File: src/verilog/status_flags_pkg.sv
package status_flags_pkg;
    localparam int NUM_AXES = 3;
    localparam int SPEED_W = 16;
    localparam int TORQUE_W = 16;
    // control modes of an axis
    typedef enum logic [1:0] {
        MODE_POSITION = 2'h0,
        MODE_SPEED = 2'h1,
        MODE_TORQUE = 2'h2
    } ctrl_mode_t;
    // speed units: r/min, or mm/s for a linear motor
    localparam logic [SPEED_W-1:0] ZERO_SPEED_DEFAULT = 16'h0032;
    localparam logic [SPEED_W-1:0] ZERO_SPEED_HYST = 16'h0014;
    // register map
    localparam logic [3:0] ADDR_ZERO_THRESH = 4'h0;
    localparam logic [3:0] ADDR_IRQ_STATUS = 4'h1;
    localparam logic [3:0] ADDR_IRQ_CLEAR = 4'h2;
    localparam logic [3:0] ADDR_IRQ_ENABLE = 4'h3;
    localparam logic [3:0] ADDR_FLAGS = 4'h4;
    localparam int FLAG_SPEED_LIM = 0;
    localparam int FLAG_TORQUE_LIM = 1;
    localparam int FLAG_ZERO = 2;
    localparam int FLAG_WARN = 3;
    localparam int FLAGS_PER_AXIS = 4;
    // power-on hold of the warning output
    localparam int POWERON_MS = 3000;
    localparam int CLK_KHZ = 50000;
    localparam int POWERON_CYCLES = POWERON_MS * CLK_KHZ;
endpackage : status_flags_pkg

File: src/verilog/zero_speed_detect.sv
module zero_speed_detect #(
    parameter int SPEED_W = status_flags_pkg::SPEED_W
) (
    // clock and reset
    input wire logic clk_sys_i,
    input wire logic rst_n_i,
    // speed and threshold
    input wire logic signed [SPEED_W-1:0] speed_i,
    input wire logic [SPEED_W-1:0] thresh_i,
    // result
    output logic zero_o
);
    logic zero_reg;
    logic zero_next;
    wire logic [SPEED_W-1:0] abs_speed;
    wire logic [SPEED_W:0] off_level;
    wire logic at_on;
    wire logic past_off;

    assign abs_speed = speed_i[SPEED_W-1] ? SPEED_W'(-speed_i) : speed_i;
    assign off_level = {1'b0, thresh_i} + {1'b0, status_flags_pkg::ZERO_SPEED_HYST};
    assign at_on = abs_speed <= thresh_i;
    // forward reaching +off or reverse reaching -off both release
    assign past_off = {1'b0, abs_speed} >= off_level;
    assign zero_next = at_on ? 1'b1 : (past_off ? 1'b0 : zero_reg);

    always_ff @(posedge clk_sys_i or negedge rst_n_i) begin
        if (!rst_n_i) begin
            zero_reg <= 1'b0;
        end else begin
            zero_reg <= zero_next;
        end
    end

    assign zero_o = zero_reg;
endmodule : zero_speed_detect

File: src/verilog/servo_status_flags.sv
// What this block does
// in torque mode, speed-limit flag sets when speed reaches its limit
// speed-limit flag is cleared while the axis is servo-off
// speed-limit flag stays off in position and speed modes
// torque-limit flag sets when generated torque reaches the limit
// torque-limit flag forced off while the axis is servo-off
// torque-limit flag stays off in torque mode
// zero-speed flag sets when absolute speed at or below threshold
// zero-speed flag holds until forward speed reaches the off level
// reverse direction uses the mirrored on and off levels
// off level sits a fixed 20 above the on level
// for linear motors the same figures count in mm/s
// warning flag is on while a warning is active on the axis
// without a warning the flag goes off about 3 s after power-on
// all-axes output only when every present axis meets the condition
// any-axis output when any single present axis meets the condition
module servo_status_flags #(
    parameter int NUM_AXES = status_flags_pkg::NUM_AXES,
    parameter int SPEED_W = status_flags_pkg::SPEED_W,
    parameter int TORQUE_W = status_flags_pkg::TORQUE_W,
    parameter int POWERON_CYCLES = status_flags_pkg::POWERON_CYCLES
) (
    // clock and reset
    input wire logic clk_sys_i,
    input wire logic rst_n_i,
    // per-axis drive state
    input wire logic [NUM_AXES-1:0] axis_present_i,
    input wire logic [NUM_AXES-1:0] servo_on_i,
    input wire logic [2*NUM_AXES-1:0] ctrl_mode_i,
    input wire logic [NUM_AXES*SPEED_W-1:0] speed_i,
    input wire logic [NUM_AXES*SPEED_W-1:0] speed_limit_i,
    input wire logic [NUM_AXES*TORQUE_W-1:0] torque_i,
    input wire logic [NUM_AXES*TORQUE_W-1:0] torque_limit_i,
    input wire logic [NUM_AXES-1:0] warning_i,
    // register port
    input wire logic [3:0] reg_addr_i,
    input wire logic [31:0] reg_wdata_i,
    input wire logic reg_wr_i,
    input wire logic reg_rd_i,
    output logic [31:0] reg_rdata_o,
    // per-axis flags
    output logic [NUM_AXES-1:0] speed_limit_active_o,
    output logic [NUM_AXES-1:0] torque_limit_active_o,
    output logic [NUM_AXES-1:0] zero_speed_flag_o,
    output logic [NUM_AXES-1:0] warning_flag_o,
    // combined flags
    output logic speed_limit_all_axes_o,
    output logic speed_limit_any_axis_o,
    output logic torque_limit_all_axes_o,
    output logic torque_limit_any_axis_o,
    output logic zero_speed_all_axes_o,
    output logic zero_speed_any_axis_o,
    output logic warning_all_axes_o,
    output logic warning_any_axis_o,
    // interrupt
    output logic irq_o
);
    localparam int NFLAG = status_flags_pkg::FLAGS_PER_AXIS * NUM_AXES;
    localparam int CNT_W = $clog2(POWERON_CYCLES + 1);

    // absolute value of a signed quantity, used for speed and torque
    function automatic logic [SPEED_W-1:0] mag(input logic [SPEED_W-1:0] v);
        mag = v[SPEED_W-1] ? SPEED_W'(-v) : v;
    endfunction : mag

    logic [SPEED_W-1:0] zero_thresh_reg;
    logic [NFLAG-1:0] irq_status_reg;
    logic [NFLAG-1:0] irq_enable_reg;
    logic [NFLAG-1:0] flags_prev_reg;
    logic [CNT_W-1:0] poweron_cnt_reg;
    logic poweron_done_reg;
    logic [31:0] reg_rdata_reg;
    logic [NUM_AXES-1:0] speed_lim_reg;
    logic [NUM_AXES-1:0] torque_lim_reg;
    logic [NUM_AXES-1:0] warn_reg;
    logic [7:0] comb_reg;
    logic irq_reg;

    wire logic [NUM_AXES-1:0] speed_lim_next;
    wire logic [NUM_AXES-1:0] torque_lim_next;
    wire logic [NUM_AXES-1:0] zero_now;
    wire logic [NUM_AXES-1:0] warn_next;
    wire logic [NFLAG-1:0] flags_now;
    wire logic [NFLAG-1:0] flag_rise;
    wire logic [NFLAG-1:0] irq_status_next;
    wire logic [7:0] comb_next;
    wire logic wr_thresh;
    wire logic wr_clear;
    wire logic wr_enable;
    wire logic [NFLAG-1:0] irq_enable_next;
    wire logic [31:0] rd_mux;

    genvar g;
    generate
        for (g = 0; g < NUM_AXES; g++) begin : g_axis
            wire logic [1:0] mode;
            wire logic [SPEED_W-1:0] spd;
            wire logic [TORQUE_W-1:0] trq;
            assign mode = ctrl_mode_i[2*g +: 2];
            assign spd = speed_i[g*SPEED_W +: SPEED_W];
            assign trq = torque_i[g*TORQUE_W +: TORQUE_W];
            assign speed_lim_next[g] = servo_on_i[g]
                && (mode == status_flags_pkg::MODE_TORQUE)
                && (mag(spd) >= speed_limit_i[g*SPEED_W +: SPEED_W]);
            assign torque_lim_next[g] = servo_on_i[g]
                && (mode != status_flags_pkg::MODE_TORQUE)
                && (mag(trq) >= torque_limit_i[g*TORQUE_W +: TORQUE_W]);
            // before the power-on hold ends the warning output reads on
            assign warn_next[g] = warning_i[g] || !poweron_done_reg;

            zero_speed_detect #(
                .SPEED_W(SPEED_W)
            ) u_zero (
                .clk_sys_i(clk_sys_i),
                .rst_n_i(rst_n_i),
                .speed_i(spd),
                .thresh_i(zero_thresh_reg),
                .zero_o(zero_now[g])
            );

            assign flags_now[g*status_flags_pkg::FLAGS_PER_AXIS +: status_flags_pkg::FLAGS_PER_AXIS] =
                {warn_reg[g], zero_now[g], torque_lim_reg[g], speed_lim_reg[g]};
        end
    endgenerate

    // absent axes count as met for AND and as not met for OR
    assign comb_next[0] = &(speed_lim_reg | ~axis_present_i);
    assign comb_next[1] = |(speed_lim_reg & axis_present_i);
    assign comb_next[2] = &(torque_lim_reg | ~axis_present_i);
    assign comb_next[3] = |(torque_lim_reg & axis_present_i);
    assign comb_next[4] = &(zero_now | ~axis_present_i);
    assign comb_next[5] = |(zero_now & axis_present_i);
    assign comb_next[6] = &(warn_reg | ~axis_present_i);
    assign comb_next[7] = |(warn_reg & axis_present_i);

    assign wr_thresh = reg_wr_i && (reg_addr_i == status_flags_pkg::ADDR_ZERO_THRESH);
    assign wr_clear = reg_wr_i && (reg_addr_i == status_flags_pkg::ADDR_IRQ_CLEAR);
    assign wr_enable = reg_wr_i && (reg_addr_i == status_flags_pkg::ADDR_IRQ_ENABLE);
    // irq follows the enable register without a cycle of lag after a write
    assign irq_enable_next = wr_enable ? reg_wdata_i[NFLAG-1:0] : irq_enable_reg;

    // rising edge of any flag is an event; set beats a same-cycle clear
    assign flag_rise = flags_now & ~flags_prev_reg;
    assign irq_status_next = (irq_status_reg & ~(wr_clear ? reg_wdata_i[NFLAG-1:0] : '0))
        | flag_rise;

    assign rd_mux =
        (reg_addr_i == status_flags_pkg::ADDR_ZERO_THRESH) ? 32'(zero_thresh_reg) :
        (reg_addr_i == status_flags_pkg::ADDR_IRQ_STATUS) ? 32'(irq_status_reg) :
        (reg_addr_i == status_flags_pkg::ADDR_IRQ_ENABLE) ? 32'(irq_enable_reg) :
        (reg_addr_i == status_flags_pkg::ADDR_FLAGS) ? 32'(flags_now) : 32'h0000_0000;

    always_ff @(posedge clk_sys_i or negedge rst_n_i) begin
        if (!rst_n_i) begin
            poweron_cnt_reg <= '0;
            poweron_done_reg <= 1'b0;
        end else if (!poweron_done_reg) begin
            poweron_cnt_reg <= poweron_cnt_reg + CNT_W'(1);
            poweron_done_reg <= (poweron_cnt_reg == CNT_W'(POWERON_CYCLES - 1));
        end
    end

    always_ff @(posedge clk_sys_i or negedge rst_n_i) begin
        if (!rst_n_i) begin
            zero_thresh_reg <= status_flags_pkg::ZERO_SPEED_DEFAULT;
            irq_enable_reg <= '0;
            irq_status_reg <= '0;
            flags_prev_reg <= '0;
            reg_rdata_reg <= 32'h0000_0000;
        end else begin
            if (wr_thresh) begin
                zero_thresh_reg <= reg_wdata_i[SPEED_W-1:0];
            end
            irq_enable_reg <= irq_enable_next;
            irq_status_reg <= irq_status_next;
            flags_prev_reg <= flags_now;
            reg_rdata_reg <= reg_rd_i ? rd_mux : 32'h0000_0000;
        end
    end

    always_ff @(posedge clk_sys_i or negedge rst_n_i) begin
        if (!rst_n_i) begin
            speed_lim_reg <= '0;
            torque_lim_reg <= '0;
            warn_reg <= '0;
            comb_reg <= 8'h00;
            irq_reg <= 1'b0;
        end else begin
            speed_lim_reg <= speed_lim_next;
            torque_lim_reg <= torque_lim_next;
            warn_reg <= warn_next;
            comb_reg <= comb_next;
            irq_reg <= |(irq_status_next & irq_enable_next);
        end
    end

    assign speed_limit_active_o = speed_lim_reg;
    assign torque_limit_active_o = torque_lim_reg;
    assign zero_speed_flag_o = zero_now;
    assign warning_flag_o = warn_reg;
    assign speed_limit_all_axes_o = comb_reg[0];
    assign speed_limit_any_axis_o = comb_reg[1];
    assign torque_limit_all_axes_o = comb_reg[2];
    assign torque_limit_any_axis_o = comb_reg[3];
    assign zero_speed_all_axes_o = comb_reg[4];
    assign zero_speed_any_axis_o = comb_reg[5];
    assign warning_all_axes_o = comb_reg[6];
    assign warning_any_axis_o = comb_reg[7];
    assign reg_rdata_o = reg_rdata_reg;
    assign irq_o = irq_reg;
endmodule : servo_status_flags

File: config.mk
export PLATFORM = sky130hd
export DESIGN_NAME = servo_status_flags
export DESIGN_NICKNAME = d
export VERILOG_FILES = /design/src/verilog/status_flags_pkg.sv /design/src/verilog/zero_speed_detect.sv /design/src/verilog/servo_status_flags.sv
export SDC_FILE = /design/constraint.sdc
export NUM_CORES = 1
export LEC_CHECK = 0
export BUFFER_PORTS_ARGS = -buffer_cell sky130_fd_sc_hd__buf_2
export CORE_AREA = 5 5 150 180
export DETAILED_ROUTE_END_ITERATION = 8
export DIE_AREA = 0 0 155 185
export PLACE_DENSITY = 0.82
export SLEW_MARGIN = 20
export SYNTH_ARGS = -nofsm -noshare
export SYNTH_HDL_FRONTEND = slang
export SYNTH_SLANG_ARGS = --single-unit
File: constraint.sdc
create_clock -name clk_sys_i -period 2.8 [get_ports clk_sys_i]
set_input_delay 0.14 -clock clk_sys_i [delete_from_list [all_inputs] [get_ports clk_sys_i]]
set_output_delay 0.14 -clock clk_sys_i [all_outputs]
set_load 0.05 [all_outputs]
==> qor.csv <==
metric,value,unit
outcome,finished with violations,
failing checks,negative setup slack,
Seq cells post-synth,118,
WL/cell,17.8,µm
total core area,25200,µm²
Worst Skew,0.0134,ns
Crit path arrival time,3.39,ns
CTS clock-pin slew for the worst setup and hold paths,0.06,ns
Die W,155,µm
fin area,14700,µm²
pre-CTS setup slack,-0.731,ns
final std cells w/o fill,1972,
post-synth top area share,26.0,%
Total GRT Usage,23.8,%
Pleak,7.52,nW
Worst EP required,3.16,ns
fillers,2145,
cell area after placement,13600,µm²
Placer Congestion,0.945,
post-route setup slack,-0.235,ns
Final #Nets,2063,
initial DRC count,799,
"Remaining Overflow, GRT",0,
CTS Buf Count,17,
most frequent cell after synthesis,ha_1,
clock network power share,29.0,%
"EDFF count, synth",0,
max reg flops,28,
first-pass GRT wire length,55000,µm
total routed wirelength,35200,µm
Peak Freq,329,MHz
Net Sw Frac,36.3,%
Initial Util,43.8,%
"Hold Vio Cnt, Final",0,
Routed Antenna Nets,0,
Final setup viols,3,
Post-synth top cells,"ha_1, inv_1, dfrtp_1",
"FFs w/ async S/R, synth",100,%
area of the mapped netlist,11100,µm²
total vias in the final route,10800,
Synth Warn #,0,
Yosys top cell by area,dfrtp_1,
VDD IR-drop max,0.431,mV
H-tree depth,4,
Synth area leaders,"dfrtp_1, ha_1, xnor2_1, inv_1, o21ai_0",
DR DRC count,0,
Die Span Y,185,µm
CP Capture Type,register,
DR vias/cell,5.47,
clk sink count,118,
register area share after synthesis,26.7,%
critical path class,input pin to register,
Tot Pwr,0.00795,W
Die Area,28700,µm²
min Tclk post-route,3.04,ns
grt met1 use,26.6,%
busiest grt layer,met2,
io pins,300,
sequential share of power,26.5,%
Worst-Skew Late Latency,0.42,ns
"Slew Viols, Final",0,
Post-Syn Instances,1232,
combinational group share of total power,44.5,%
initial antenna violation count,5,
maxcap violations,0,
number of global-route vias before repair,11100,
Final Cycle Share,108,%
detailed placement HPWL,28400,µm
num rows,64,
syn avg cell area,8.97,µm²
Sum Neg Setup Slack,-0.555,ns
routing usage on met3,4.23,%
Main synth FF type,dfrtp_1,
port bufs,267,
fraction of layout cells with a size suffix above 1,31.4,%
area grow syn2layout,33.3,%
Startpoint Class,input pin,
Netlist cell types,58,
worst-path maximum fanout,3,
cell-internal power,0.00507,W
Psw,0.00288,W
met2 Resource Use GR,44.2,%
CTS tree,yes,
HP Class,input pin to register,
TritonRoute pass-1 iters,8,
largest net degree at the start of global routing,67,
RSZ-0062 raised after global routing,true,
Slew Limit Headroom,51.3,%
Root Driver,clkbuf_16,
Inst Count DP,1914,
Pwr per Cell Area,539,nW/µm²
worst-margin pin slew,0.729,ns
Clock Path Buffers,2,
layout make-up:
type / instances / area [µm²] / area share [%]
diodes: 4 / 10.0 / 0.0679
clock buffers: 20 / 457 / 3.10
clock inverters: 12 / 176 / 1.20
inverters: 142 / 533 / 3.62
multi-input cells: 948 / 7790 / 52.9
flip-flops and latches: 118 / 2960 / 20.1
well taps: 330 / 413 / 2.80
repair buffers: 398 / 2400 / 16.3
cell usage in the layout, fill, tap and decap left out, types with 10 or more instances in the layout:
| cell | netlist | final |
|---|---|---|
| buf_2 | 0 | 265 |
| ha_1 | 191 | 179 |
| inv_1 | 142 | 138 |
| buf_4 | 19 | 117 |
| dfrtp_1 | 115 | 113 |
| xnor2_1 | 109 | 101 |
| nand2_1 | 98 | 95 |
| o21ai_0 | 75 | 72 |
| a21o_1 | 42 | 42 |
| a21oi_1 | 43 | 37 |
| nor2_1 | 35 | 32 |
| mux2_2 | 29 | 29 |
| nand3_1 | 29 | 28 |
| nand4_1 | 23 | 23 |
| nand2b_1 | 22 | 22 |
| a222oi_1 | 20 | 20 |
| clkbuf_16 | 0 | 17 |
| o31ai_1 | 17 | 16 |
| nor3_1 | 16 | 16 |
| conb_1 | 1 | 16 |
| a31oi_1 | 15 | 15 |
| a211o_1 | 14 | 14 |
| and3_1 | 13 | 13 |
| nor4_1 | 12 | 12 |
| ha_4 | 0 | 10 |
| dlygate4sd3_1 | 0 | 10 |
per-layer routing:
metal	vias up	wire, µm
met5	-	21
met4	4	1390
met3	93	2370
met2	433	18200
met1	5039	13200
li1	5213	-
logic make-up after synthesis:
family | Yosys count | share of synthesized area, %
AND/OR/NAND/NOR | 298 | 14.0
AO/OA/AOI/OAI | 294 | 18.3
adder cells (fa/ha/maj) | 194 | 21.9
buffers and inverters | 181 | 6.79
flip-flops | 118 | 26.7
XOR/XNOR | 117 | 9.27
multiplexers | 29 | 2.95
other | 1 | 0.0339
stage by stage:
| step | util (%) | hold WS [ns] |
|---|---|---|
| 2_1_floorplan | - | -0.156 |
| 3_3_place_gp | 53.9 | 0.211 |
| 3_5_place_dp | 53.9 | 0.213 |
| 4_1_cts | 57.9 | 0.00222 |
| 5_1_grt | 58.4 | 0.0150 |
| 6_report | 58.4 | 0.0171 |
worst max-delay path: stages:
cell,delay (ns)
buf_2,0.12
inv_2,0.07
ha_4,0.13
or4b_4,0.47
or3_4,0.36
o41ai_4,0.28
xnor2_2,0.12
ha_1,0.35
a211oi_2,0.25
nor2b_2,0.19
o2111ai_1,0.11
a211o_1,0.28
maj3_2,0.30
a21oi_2,0.13
a211o_1,0.10
worst paths after layout:
path | slack (ns) | to | from | depth (start not counted)
max | -0.24 | g_axis[2].u_zero.zero_o | speed_i[33] | 15
min | 0.02 | zero_thresh_reg[2] | reg_wdata_i[2] | 2
max reg2reg | -0.22 | g_axis[2].u_zero.zero_o | zero_thresh_reg[4] | 14
min reg2reg | 0.45 | irq_status_reg[2] | flags_prev_reg[2] | 1
max in group asynchronous | 1.65 | zero_thresh_reg[5] | rst_n_i | 3
min in group asynchronous | 0.32 | zero_thresh_reg[12] | rst_n_i | 2
power by group through the flow:
stage / registers (W) / logic (W) / clock network [W]
final: 0.00210 / 0.00354 / 0.00231
after global routing: 0.00212 / 0.00388 / 0.00242
after CTS: 0.00210 / 0.00338 / 0.00233
after detailed placement: 0.00213 / 0.00314 / 0
after global placement: 0.00212 / 0.00302 / 0
after floorplan: 0.00215 / 0.00189 / 0
what timing repair did:
item	in CTS	in global routing
gates cloned	0	0
endpoints found under the setup margin	3	4
pin swaps	30	15
hold buffers	10	0
gates resized for setup	31	24
endpoints found under the hold margin	61	0
setup buffers	10	3
(Power assumes the default switching activity.)
